**src/inc/peripheral_event_router_consts.svh**
```systemverilog
// named constants of the event router: sizes, select codes, map
// assumes inclusion by the router package and the router module
`ifndef PERIPHERAL_EVENT_ROUTER_CONSTS_SVH
`define PERIPHERAL_EVENT_ROUTER_CONSTS_SVH
// ----------------------------------------------------------------
// sizes
// ----------------------------------------------------------------
`define PER_NCH 8
`define PER_NSRC 15
`define PER_SEL_W 8
`define PER_PSC_W 4
`define PER_CNT_W 15
// ----------------------------------------------------------------
// source select codes, zero routes nothing
// ----------------------------------------------------------------
`define SEL_NONE 8'h00
`define SEL_RTC_OVERFLOW_SOURCE 8'h08
`define SEL_RTC_COMPARE_SOURCE 8'h09
`define SEL_CMP0 8'h10
`define SEL_CMP1 8'h11
`define SEL_CMP_WIN 8'h12
`define SEL_ADC 8'h20
`define SEL_PIN0 8'h50
`define SEL_PIN7 8'h57
`define SEL_PRESC 8'h80
`define SEL_LUT 8'hb0
// ----------------------------------------------------------------
// source indices and capability masks
// ----------------------------------------------------------------
`define IDX_RTC_OVERFLOW_SOURCE 4'h0
`define IDX_RTC_COMPARE_SOURCE 4'h1
`define IDX_CMP0 4'h2
`define IDX_CMP1 4'h3
`define IDX_CMP_WIN 4'h4
`define IDX_ADC 4'h5
`define IDX_PIN0 4'h6
`define IDX_LUT 4'he
`define IDX_PRESC 4'hf
`define ASYNC_MASK 16'h7fcf
`define SYNC_DATA_MASK 16'h7fc0
// ----------------------------------------------------------------
// register map and fields
// ----------------------------------------------------------------
`define REG_CHAN_BASE 8'h00
`define REG_SW_DATA 8'h20
`define REG_SW_STROBE 8'h24
`define REG_STATUS 8'h28
`define WORD_LSB 2
`define FLD_SEL_LSB 0
`define FLD_PSC_LSB 8
`define RESP_OKAY 2'b00
`define RESP_SLVERR 2'b10
`endif

```
**src/inc/peripheral_event_router_pkg.sv**
```systemverilog
// types shared by the event router and its bench
// assumes the constants header sits beside it
`include "peripheral_event_router_consts.svh"
package peripheral_event_router_pkg;
   // one channel event: {strobe, data} is also the data event code
   typedef struct packed {
      logic strobe;
      logic data;
   } ev_s;
   typedef logic [`PER_SEL_W-1:0] sel_t;
endpackage : peripheral_event_router_pkg

```
**src/hw/peripheral_event_router.sv**
```systemverilog
// event router: eight channels muxing peripheral events to users
// assumes sources synchronous to aclk except the async level inputs
//
// Design decisions made here: register access over AXI4-Lite and the register offsets.
`timescale 1ns/1ps
`include "peripheral_event_router_consts.svh"
module peripheral_event_router #(
   parameter int NCH = `PER_NCH,
   parameter int NSRC = `PER_NSRC,
   parameter int AW = 8
) (
   // clock, reset, enable
   input wire logic aclk,
   input wire logic aresetn,
   input wire logic ce,
   // event sources
   input wire logic [NSRC-1:0] src_strobe,
   input wire logic [NSRC-1:0] src_data,
   input wire logic [NSRC-1:0] src_async,
   // channel outputs to users
   output peripheral_event_router_pkg::ev_s [NCH-1:0] chan_event,
   output logic [NCH-1:0] ch_async,
   output logic [NCH-1:0] ch_async_sync,
   output logic [NCH-1:0] presc_tick,
   // axi4-lite write
   input wire logic [AW-1:0] awaddr,
   input wire logic awvalid,
   output logic awready,
   input wire logic [31:0] wdata,
   input wire logic [3:0] wstrb,
   input wire logic wvalid,
   output logic wready,
   output logic [1:0] bresp,
   output logic bvalid,
   input wire logic bready,
   // axi4-lite read
   input wire logic [AW-1:0] araddr,
   input wire logic arvalid,
   output logic arready,
   output logic [31:0] rdata,
   output logic [1:0] rresp,
   output logic rvalid,
   input wire logic rready
);
   localparam int CW = $clog2(NCH);
   localparam int SW = `PER_SEL_W;
   localparam int PW = `PER_PSC_W;
   localparam int NW = `PER_CNT_W;

   // -------------------------------------------------------------
   // state
   // -------------------------------------------------------------
   logic [NCH-1:0][SW-1:0] sel_q;
   logic [NCH-1:0][PW-1:0] psc_q;
   logic [NCH-1:0][NW-1:0] cnt_q;
   logic [NCH-1:0] sw_data_q, sw_stb_q, sw_go_q;
   logic [NCH-1:0] ext_stb, ext_dat, meta_q;
   logic [NSRC:0] stb_vec, dat_vec, asy_vec;
   logic [AW-1:0] awaddr_q;
   logic [31:0] wdata_q;
   logic [3:0] wstrb_q;
   logic aw_have_q, w_have_q, wr_do;
   logic [AW-1:0] wa, ra;
   logic [CW-1:0] wch, rch;

   // -------------------------------------------------------------
   // source select decode
   // -------------------------------------------------------------
   // unlisted codes, including absent peripherals, give no hit
   function automatic logic [4:0] sel_decode(input logic [SW-1:0] s);
      logic [4:0] r;
      r = '0;
      case (s)
         `SEL_RTC_OVERFLOW_SOURCE: r = {1'b1, `IDX_RTC_OVERFLOW_SOURCE};
         `SEL_RTC_COMPARE_SOURCE: r = {1'b1, `IDX_RTC_COMPARE_SOURCE};
         `SEL_CMP0: r = {1'b1, `IDX_CMP0};
         `SEL_CMP1: r = {1'b1, `IDX_CMP1};
         `SEL_CMP_WIN: r = {1'b1, `IDX_CMP_WIN};
         `SEL_ADC: r = {1'b1, `IDX_ADC};
         `SEL_PRESC: r = {1'b1, `IDX_PRESC};
         `SEL_LUT: r = {1'b1, `IDX_LUT};
         default: begin
            if (s >= `SEL_PIN0 && s <= `SEL_PIN7) begin
               r = {1'b1, 4'(`IDX_PIN0 + 4'(s - `SEL_PIN0))};
            end
         end
      endcase
      return r;
   endfunction : sel_decode

   // -------------------------------------------------------------
   // channel multiplexers
   // -------------------------------------------------------------
   // combinational on purpose: async path must not wait for a clock
   always_comb begin
      logic [4:0] hit;
      hit = '0;
      stb_vec = '0;
      dat_vec = '0;
      asy_vec = '0;
      ext_stb = '0;
      ext_dat = '0;
      ch_async = '0;
      for (int c = 0; c < NCH; c++) begin
         stb_vec = {presc_tick[c], src_strobe};
         dat_vec = {1'b0, src_data} & `SYNC_DATA_MASK;
         asy_vec = {1'b0, src_async} & `ASYNC_MASK;
         hit = sel_decode(sel_q[c]);
         if (hit[4]) begin
            ext_stb[c] = stb_vec[hit[3:0]];
            ext_dat[c] = dat_vec[hit[3:0]];
            ch_async[c] = asy_vec[hit[3:0]];
         end
      end
   end

   // routed strobe/data, software pair wins for its cycle
   always_ff @(posedge aclk) begin
      if (!aresetn) begin
         chan_event <= '0;
      end else if (ce) begin
         for (int c = 0; c < NCH; c++) begin
            if (sw_go_q[c]) begin
               chan_event[c].strobe <= sw_stb_q[c];
               chan_event[c].data <= sw_data_q[c];
            end else begin
               chan_event[c].strobe <= ext_stb[c];
               chan_event[c].data <= ext_dat[c];
            end
         end
      end
   end

   // second stage drives the output and the status read; first feeds nothing else
   always_ff @(posedge aclk) begin
      if (!aresetn) begin
         meta_q <= '0;
         ch_async_sync <= '0;
      end else if (ce) begin
         meta_q <= ch_async;
         ch_async_sync <= meta_q;
      end
   end

   // -------------------------------------------------------------
   // per-channel prescaler
   // -------------------------------------------------------------
   always_ff @(posedge aclk) begin
      if (!aresetn) begin
         cnt_q <= '0;
         presc_tick <= '0;
      end else if (ce) begin
         for (int c = 0; c < NCH; c++) begin
            if (cnt_q[c] >= NW'((32'd1 << psc_q[c]) - 32'd1)) begin
               cnt_q[c] <= '0;
               presc_tick[c] <= 1'b1;
            end else begin
               cnt_q[c] <= cnt_q[c] + NW'(1);
               presc_tick[c] <= 1'b0;
            end
         end
      end
   end

   // -------------------------------------------------------------
   // axi4-lite write side
   // -------------------------------------------------------------
   assign wa = awaddr_q;
   assign wch = wa[`WORD_LSB +: CW];
   assign wr_do = aw_have_q && w_have_q && !bvalid;

   always_ff @(posedge aclk) begin
      if (!aresetn) begin
         awready <= 1'b1;
         wready <= 1'b1;
         aw_have_q <= 1'b0;
         w_have_q <= 1'b0;
         awaddr_q <= '0;
         wdata_q <= '0;
         wstrb_q <= '0;
         bvalid <= 1'b0;
         bresp <= `RESP_OKAY;
      end else if (ce) begin
         if (awvalid && awready) begin
            awaddr_q <= awaddr;
            aw_have_q <= 1'b1;
            awready <= 1'b0;
         end
         if (wvalid && wready) begin
            wdata_q <= wdata;
            wstrb_q <= wstrb;
            w_have_q <= 1'b1;
            wready <= 1'b0;
         end
         if (wr_do) begin
            bvalid <= 1'b1;
            aw_have_q <= 1'b0;
            w_have_q <= 1'b0;
            if (wa[`WORD_LSB-1:0] == '0 && (wa < AW'(`REG_SW_DATA)
                || wa == AW'(`REG_SW_DATA) || wa == AW'(`REG_SW_STROBE)
                || wa == AW'(`REG_STATUS))) begin
               bresp <= `RESP_OKAY;
            end else begin
               bresp <= `RESP_SLVERR;
            end
         end
         if (bvalid && bready) begin
            bvalid <= 1'b0;
            awready <= 1'b1;
            wready <= 1'b1;
         end
      end
   end

   // configuration registers
   always_ff @(posedge aclk) begin
      if (!aresetn) begin
         sel_q <= '0;
         psc_q <= '0;
         sw_data_q <= '0;
      end else if (ce && wr_do && wa[`WORD_LSB-1:0] == '0) begin
         if (wa < AW'(`REG_SW_DATA)) begin
            if (wstrb_q[0]) begin
               sel_q[wch] <= wdata_q[`FLD_SEL_LSB +: SW];
            end
            if (wstrb_q[1]) begin
               psc_q[wch] <= wdata_q[`FLD_PSC_LSB +: PW];
            end
         end else if (wa == AW'(`REG_SW_DATA) && wstrb_q[0]) begin
            sw_data_q <= wdata_q[NCH-1:0];
         end
      end
   end

   // software event: strobe write fires, at once, every channel named in it or set in sw_data_q
   always_ff @(posedge aclk) begin
      if (!aresetn) begin
         sw_go_q <= '0;
         sw_stb_q <= '0;
      end else if (ce) begin
         if (wr_do && wa == AW'(`REG_SW_STROBE) && wstrb_q[0]) begin
            sw_stb_q <= wdata_q[NCH-1:0];
            sw_go_q <= wdata_q[NCH-1:0] | sw_data_q;
         end else begin
            sw_go_q <= '0;
            sw_stb_q <= '0;
         end
      end
   end

   // -------------------------------------------------------------
   // axi4-lite read side
   // -------------------------------------------------------------
   assign ra = araddr;
   assign rch = ra[`WORD_LSB +: CW];

   always_ff @(posedge aclk) begin
      if (!aresetn) begin
         arready <= 1'b1;
         rvalid <= 1'b0;
         rdata <= '0;
         rresp <= `RESP_OKAY;
      end else if (ce) begin
         if (arvalid && arready) begin
            arready <= 1'b0;
            rvalid <= 1'b1;
            rdata <= '0;
            rresp <= `RESP_OKAY;
            if (ra[`WORD_LSB-1:0] != '0) begin
               rresp <= `RESP_SLVERR;
            end else if (ra < AW'(`REG_SW_DATA)) begin
               rdata[`FLD_SEL_LSB +: SW] <= sel_q[rch];
               rdata[`FLD_PSC_LSB +: PW] <= psc_q[rch];
            end else if (ra == AW'(`REG_SW_DATA)) begin
               rdata[NCH-1:0] <= sw_data_q;
            end else if (ra == AW'(`REG_STATUS)) begin
               for (int c = 0; c < NCH; c++) begin
                  rdata[c] <= chan_event[c].strobe;
                  rdata[NCH + c] <= ch_async_sync[c];
               end
            end else if (ra != AW'(`REG_SW_STROBE)) begin
               rresp <= `RESP_SLVERR;
            end
         end
         if (rvalid && rready) begin
            rvalid <= 1'b0;
            arready <= 1'b1;
         end
      end
   end
endmodule : peripheral_event_router

```
**config.mk**
```make
export PLATFORM = sky130hd
export DESIGN_NAME = peripheral_event_router
export DESIGN_NICKNAME = d
export VERILOG_FILES = /design/src/inc/peripheral_event_router_pkg.sv /design/src/hw/peripheral_event_router.sv
export VERILOG_INCLUDE_DIRS = /design/src /design/src/inc
export SDC_FILE = /design/constraint.sdc
export NUM_CORES = 1
export LEC_CHECK = 0
export BUFFER_PORTS_ARGS = -buffer_cell sky130_fd_sc_hd__buf_2
export CORE_ASPECT_RATIO = 0.6
export CORE_UTILIZATION = 60
export CTS_CLUSTER_DIAMETER = 150
export DETAILED_ROUTE_END_ITERATION = 10
export PLACE_DENSITY = 0.8
export REMOVE_ABC_BUFFERS = 1
export SLEW_MARGIN = 40
export SYNTH_ARGS = -nofsm -noshare
export SYNTH_HDL_FRONTEND = slang
export SYNTH_SLANG_ARGS = --single-unit
```
**constraint.sdc**
```tcl
create_clock -name aclk -period 11.6 [get_ports aclk]
set_clock_uncertainty 0.05 [all_clocks]
set_input_delay 1.16 -clock aclk [delete_from_list [all_inputs] [get_ports aclk]]
set_output_delay 1.16 -clock aclk [all_outputs]
set_load 0.02 [all_outputs]
```
# ---- Yosys cells after proc, flatten, opt, wreduce, memory -nomap -nowiden
# Cells that the tools add are included.
dict set report classes {
  mul 0
  n_eq_ne 70
  div_mod_pow 0
  n_bitwise 2
  mux 150
  reduce_logical 47
  add_sub_neg 32
  shift 8
  order_cmp 37
}
# operator count
set op_table {}
lappend op_table {{5-bit case mux with 8 select lines} 8}
lappend op_table {{8-bit by 5-bit equality test with 1-bit output (second input constant)} 24}
lappend op_table {{8-bit by 4-bit equality test with 1-bit output (second input constant)} 16}
lappend op_table {{8-bit equality test (second input constant)} 16}
lappend op_table {{15-bit by 1-bit adder with 15-bit output (second input constant)} 8}
lappend op_table {{15-bit >= comparator} 8}
lappend op_table {{15-bit 2-to-1 mux} 8}
lappend op_table {{1-bit by 4-bit left shift with 15-bit output (first input constant)} 8}
lappend op_table {{15-bit by 1-bit subtractor with 15-bit output (second input constant)} 8}
lappend op_table {{8-bit by 6-bit equality test with 1-bit output (second input constant)} 13}
lappend op_table {{1-bit binary-select mux with 4-bit select} 24}
lappend op_table {{1-bit 2-to-1 mux} 70}
lappend op_table {{64-bit bitwise mux} 1}
lappend op_table {{8-bit by 7-bit >= comparator with 1-bit output (second input constant)} 8}
lappend op_table {{8-bit by 7-bit <= comparator with 1-bit output (second input constant)} 8}
lappend op_table {{8-bit 2-to-1 mux} 6}
lappend op_table {{4-bit by 5-bit < comparator with 1-bit output (second input constant)} 8}
lappend op_table {{5-bit 2-to-1 mux} 8}
lappend op_table {{3-bit by 4-bit adder with 4-bit output (first input constant)} 8}
lappend op_table {{32-bit bitwise mux} 1}
lappend op_table {{16-bit 2-to-1 mux} 2}
lappend op_table {{4-bit by 1-bit subtractor with 4-bit output (second input constant)} 8}
lappend op_table {{2-bit 2-to-1 mux} 14}
lappend op_table {{8-bit binary-select mux with 3-bit select} 1}
lappend op_table {{other kinds (18)} 62}
dict set report totals {
  n_memories 0
  latchBits 0
  rom_bits 0
  mem_bits_rw 0
  in_bits 105
  word_cells 405
  ff_bits 329
}

# ---- Depth between registers and ports, before layout
dict set report depth {
  ltp_word 8
  ltp_mapped 16
  depth_no_buf 15
}

# ---- Least setup slack after synthesis
# No wires, ideal clock.
dict set report synth_timing {
  kind {register to register}
  startpoint {register psc_q[0] in the netlist's numbering}
  endpoint {register cnt_q[10] in the netlist's numbering}
  t_arrival_ns 3.568
  n_path_buf 1
  setup_slack_ns 7.854
  stages_incl_launch_ff 16
  path_cell_list {dfxtp_1 > or2_2 > or3_1 > ha_1 > or2_2 > o21ai_0 > a22o_1 > a21oi_1 > ha_1 > and3_1 > nand3_1 > o311ai_0 > nor2_1 > a21oi_1 > clkbuf_1 > nor2_1}
}
dict set report synth_via {
  elab_chain_len 4
}
# item line
set synth_lines {}
lappend synth_lines {{from (decl)} peripheral_event_router.sv:54} ;# logic [NCH-1:0][PW-1:0] psc_q;
lappend synth_lines {{from (signal, indexed assignment)} peripheral_event_router.sv:227} ;# psc_q[wch] <= wdata_q[`FLD_PSC_LSB +: PW];
lappend synth_lines {{1-bit by 4-bit left shift with 15-bit output} peripheral_event_router.sv:154} ;# if (cnt_q[c] >= NW'((32'd1 << psc_q[c]) - 32'd1)) begin
lappend synth_lines {{15-bit by 1-bit subtractor with 15-bit output} peripheral_event_router.sv:154}
lappend synth_lines {{15-bit >= comparator} peripheral_event_router.sv:154}
lappend synth_lines {{15-bit 2-to-1 mux} peripheral_event_router.sv:154}
lappend synth_lines {{to (signal, indexed assignment)} peripheral_event_router.sv:158} ;# cnt_q[c] <= cnt_q[c] + NW'(1);
lappend synth_lines {{to (decl)} peripheral_event_router.sv:55} ;# logic [NCH-1:0][NW-1:0] cnt_q;
# Every way passes these cells.
# A chain may end at the register's enable or synchronous reset.

# ---- Worst setup path after layout
dict set report layout_timing {
  startpoint {register sel_q[52] in the netlist's numbering}
  endpoint {output port ch_async[6]}
}
dict set report layout_via {
  elab_chain_len 7
  elab_cells_between_ends 16
  cone_classes {order compare: 2; eq/ne: 8; mux: 5; reduce/logical: 1}
}
# item line
set layout_lines {}
lappend layout_lines {{from (decl)} peripheral_event_router.sv:53} ;# logic [NCH-1:0][SW-1:0] sel_q;
lappend layout_lines {{from (signal, indexed assignment)} peripheral_event_router.sv:224} ;# sel_q[wch] <= wdata_q[`FLD_SEL_LSB +: SW];
lappend layout_lines {{8-bit by 7-bit >= comparator with 1-bit output (no line) or 8-bit by 7-bit <= comparator with 1-bit output (tied branches)} -}
lappend layout_lines {{1-bit logical AND (no line)} -}
lappend layout_lines {{5-bit 2-to-1 mux} peripheral_event_router.sv:83} ;# if (s >= `SEL_PIN0 && s <= `SEL_PIN7) begin
lappend layout_lines {{5-bit case mux with 8 select lines (*)} peripheral_event_router.sv:73} ;# case (s)
lappend layout_lines {{1-bit binary-select mux with 4-bit select} peripheral_event_router.sv:112} ;# ch_async[c] = asy_vec[hit[3:0]];
lappend layout_lines {{1-bit 2-to-1 mux (implied by the code)} peripheral_event_router.sv:112}
lappend layout_lines {{1-bit 2-to-1 mux (*)} peripheral_event_router.sv:109} ;# if (hit[4]) begin
lappend layout_lines {{to (decl)} peripheral_event_router.sv:22} ;# output logic [NCH-1:0] ch_async,
# Mark *: on every way between the ends. The rest lies on a longest branch, timed or not. The select of a mux whose other input is x is not followed.

==> reports/metrics.csv <==
stage,metric,value,unit
layout,final_nets,2989,
clocking,deepest_clock_path_buffer_count,3,
power_and_ir_drop,sw_frac_of_total,24.6,%
logic_synthesis,yosys_register_bits,327,
global_route,grt_pass1_vias,20100,
clocking,postCtsHoldBufs,0,
floorplan,core.rowCount,55,
clocking,cts_setup_buffers,0,
placed_design,pre_cts_ws,7.22,ns
logic_synthesis,synthesis.area,0.0231,mm2
timing,totalNegativeSetupSlack,0,ns
logic_synthesis,sequential_area_share_after_synthesis,28.4,%
logic_synthesis,synth_common_cells,"sky130_fd_sc_hd__dfxtp_1, sky130_fd_sc_hd__mux2i_1, sky130_fd_sc_hd__nor2_1, sky130_fd_sc_hd__nand2_1, sky130_fd_sc_hd__nor2b_1",
run_status,run_status,"complete, no violations",
worst_setup_path,setup.worst_path.start_class,flip-flop,
power_and_ir_drop,power.combinational.fraction,6.8,%
worst_setup_path,worst-endpoint-required,10.39,ns
floorplan,pin_count,186,
worst_setup_path,crit_fanout,13,
timing,slew_headroom,39.5,%
routing,routedWlPerCell,22.3,um
clocking,cts_max_level,2,
global_route,grt_max_degree,164,
logic_synthesis,synth.most_common_cell,sky130_fd_sc_hd__dfxtp_1,
worst_setup_path,r2r_setup_slack,7.08,ns
clocking,clock_sinks,327,
timing,finalCritPeriodShare,43.0,%
routing,drt_first_pass_iters,7,
clocking,cts_inserted_buffers,34,
timing,min_period,4.99,ns
worst_setup_path,worst_setup_path_end_kind,primary output,
routing,remaining_drc_errors,0,
placed_design,dp_wirelength,53.8,mm
hold_path,hold_path_class,flip-flop to flip-flop,
worst_setup_path,arrival,3.78,ns
power_and_ir_drop,p_total,0.00256,W
logic_synthesis,synth_enable_flop_cells,0,
power_and_ir_drop,peakVddDrop,0.0783,mV
global_route,gr-usage-all-layers,36.7,%
clocking,cts.repair.resized,0,
layout,finish.cell_count_without_fillers,3280,
global_route,grt_antenna_before_repair,4,
routing,vias,21600,
placed_design,placed_cells,3217,
clocking,cts_tree,built,
routing,post_drt_via_cell_ratio,6.58,
timing,fin_worst_setup_slack,6.61,ns
logic_synthesis,synthCells,2728,
flow_run,max_cap_violations,0,
logic_synthesis,synth_top_cell_area_share,28.4,%
logic_synthesis,yosysWarnings,0,
floorplan,die_area,0.0393,mm2
logic_synthesis,number_of_library_cell_types_mapped_by_synthesis,95,
placed_design,finalWeightedCongestion,1.03,
clocking,cts-root-buf,sky130_fd_sc_hd__clkbuf_16,
floorplan,core_area,0.0378,mm2
layout,synthToLayoutAreaGrowth,8.80,%
global_route,first_pass_grt_wire_length,113,mm
layout,layout-drive-gt1-share,12.0,%
logic_synthesis,synth_flop_cell,sky130_fd_sc_hd__dfxtp_1,
worst_setup_path,cp_class,flip-flop to primary output,
global_route,grt-ovfl-total,0,
clocking,clk-insertion-delay-late,0.55,ns
timing,worst-slew-pin-transition,0.907,ns
placed_design,number_of_buffer_cells_added_on_primary_ports,137,
timing,grt_setup_unrepaired,false,
power_and_ir_drop,p_int,0.00193,W
logic_synthesis,synth.area.top_cells,"sky130_fd_sc_hd__dfxtp_1, sky130_fd_sc_hd__mux2i_1, sky130_fd_sc_hd__ha_1",
floorplan,die_x,255,um
routing,drt_iter0_drc,2780,
floorplan,initial_utilization,61.1,%
routing,wl_final,73.2,mm
timing,maxSlewViolCount,0,
power_and_ir_drop,leakage,9.87,nW
routing,antenna_left,0,
power_and_ir_drop,pwr-share-seq,45.0,%
power_and_ir_drop,net-switching-power,0.000629,W
timing,setup_viol_count_final,0,
power_and_ir_drop,power-per-cell-area,102,mW/mm2
logic_synthesis,synthArstFlopShare,0,%
logic_synthesis,netlist.top_cell.by_area,sky130_fd_sc_hd__dfxtp_1,
floorplan,die_h,154,um
timing,hold_violations,0,
clocking,clock_input_transition_at_the_sequential_cells_of_the_worst_setup_and_hold_paths,0.06,ns
power_and_ir_drop,p_clk_share,48.2,%
logic_synthesis,syn_area_per_cell,8.46,um2
timing,maxClockFrequency,200,MHz
[state kept, by name (all words and copies together) (netlist names), 12 cells and up]
name,flops
cnt_q,120
chan_event,16
sel_q,64
rdata,16
wdata_q,12
psc_q,32
[path summary, 6_finish.rpt]
check / startpoint / to / cells after the start
setup / recovery: sel_q[52]$_SDFFE_PN0P_ / ch_async[6] / 9
hold / removal: w_have_q$_SDFFE_PN0P_ / w_have_q$_SDFFE_PN0P_ / 2
setup reg to reg: psc_q[1]$_SDFFE_PN0P_ / cnt_q[6]$_SDFFE_PN0P_ / 14
hold reg to reg: w_have_q$_SDFFE_PN0P_ / w_have_q$_SDFFE_PN0P_ / 2
[cell families (layout without fill, tap and decap cells)]
logic type               Yosys count  in the layout  synth area share, %
other                              1             20               0.0163
XOR/XNOR                         130            130                 4.93
AND/OR/NAND/NOR                 1019           1019                 23.2
adder cells (fa/ha/maj)          144            144                 7.81
AO/OA/AOI/OAI                    508            508                 14.8
buffers and inverters            273            293                 5.10
multiplexers                     326            326                 15.7
flip-flops                       327            327                 28.4
[placed cells by master, fill, tap and decap left out, types with 23 or more instances in the layout]
cell type                     n
sky130_fd_sc_hd__dfxtp_1    327
sky130_fd_sc_hd__mux2i_1    274
sky130_fd_sc_hd__nor2_1     229
sky130_fd_sc_hd__nand2_1    223
sky130_fd_sc_hd__nor2b_1    170
sky130_fd_sc_hd__ha_1       144
sky130_fd_sc_hd__buf_2      135
sky130_fd_sc_hd__o21ai_0    129
sky130_fd_sc_hd__nand3_1    101
sky130_fd_sc_hd__xor2_1      81
sky130_fd_sc_hd__a21oi_1     79
sky130_fd_sc_hd__inv_1       69
sky130_fd_sc_hd__xnor2_1     49
sky130_fd_sc_hd__nand4_1     45
sky130_fd_sc_hd__a21boi_0    38
sky130_fd_sc_hd__clkbuf_16   37
sky130_fd_sc_hd__a22oi_1     33
sky130_fd_sc_hd__and3_1      31
sky130_fd_sc_hd__mux4_2      27
sky130_fd_sc_hd__nand3b_1    26
sky130_fd_sc_hd__nor3_1      25
sky130_fd_sc_hd__o21a_1      25
sky130_fd_sc_hd__mux2_2      25
sky130_fd_sc_hd__buf_4       25
sky130_fd_sc_hd__a21o_1      23
[power groups by stage]
stage                     sequential [W]  clock [W]  combinational [W]
after CTS                        0.00115    0.00124           0.000165
after floorplan                  0.00117          0          0.0000698
after global placement           0.00117          0           0.000159
after global routing             0.00115    0.00129           0.000179
after detailed placement         0.00117          0           0.000164
final                            0.00115    0.00123           0.000174
[metal layers]
metal | global-route usage (%) | routed length (um) | up-vias
met5 | 0 | 9 | -
met2 | 52.3 | 29600 | 1241
met3 | 10.5 | 9210 | 245
met1 | 51.5 | 31200 | 10300
met4 | 15.5 | 3240 | 2
li1 | - | - | 9791
[cell type report]
cell class                 instances  area, um2
timing repair buffer             162        911
sequential                       327       6550
fill                            3018      12700
clock buffer                      50       1010
clock inverter                    11        208
inverter                          70        263
antenna                            2       5.00
tap                              513        642
multi-input combinational       2145      15500
[worst max-delay path, stage by stage (launching register included)]
cell and delay, ns:
sky130_fd_sc_hd__dfxtp_1 0.52, sky130_fd_sc_hd__or3b_2 0.54, sky130_fd_sc_hd__or2_1 0.32, sky130_fd_sc_hd__o221ai_2 0.63
sky130_fd_sc_hd__mux2_2 0.41, sky130_fd_sc_hd__a21oi_1 0.14, sky130_fd_sc_hd__nor2_1 0.05, sky130_fd_sc_hd__a211o_1 0.29
sky130_fd_sc_hd__and3_1 0.18, sky130_fd_sc_hd__buf_2 0.15
[per-stage QoR]
step / instance area (um2) / hold WS (ns) / util, %
final: 25100 / 0.421 / 66.5
after global routing: 25100 / 0.438 / 66.5
after CTS: 25100 / 0.423 / 66.4
after detailed placement: 23800 / 0.408 / 63.1
after global placement: 23800 / 0.390 / 62.9
after floorplan: 22200 / 0.375 / -
No activity file was read; power rests on OpenSTA's default activity.
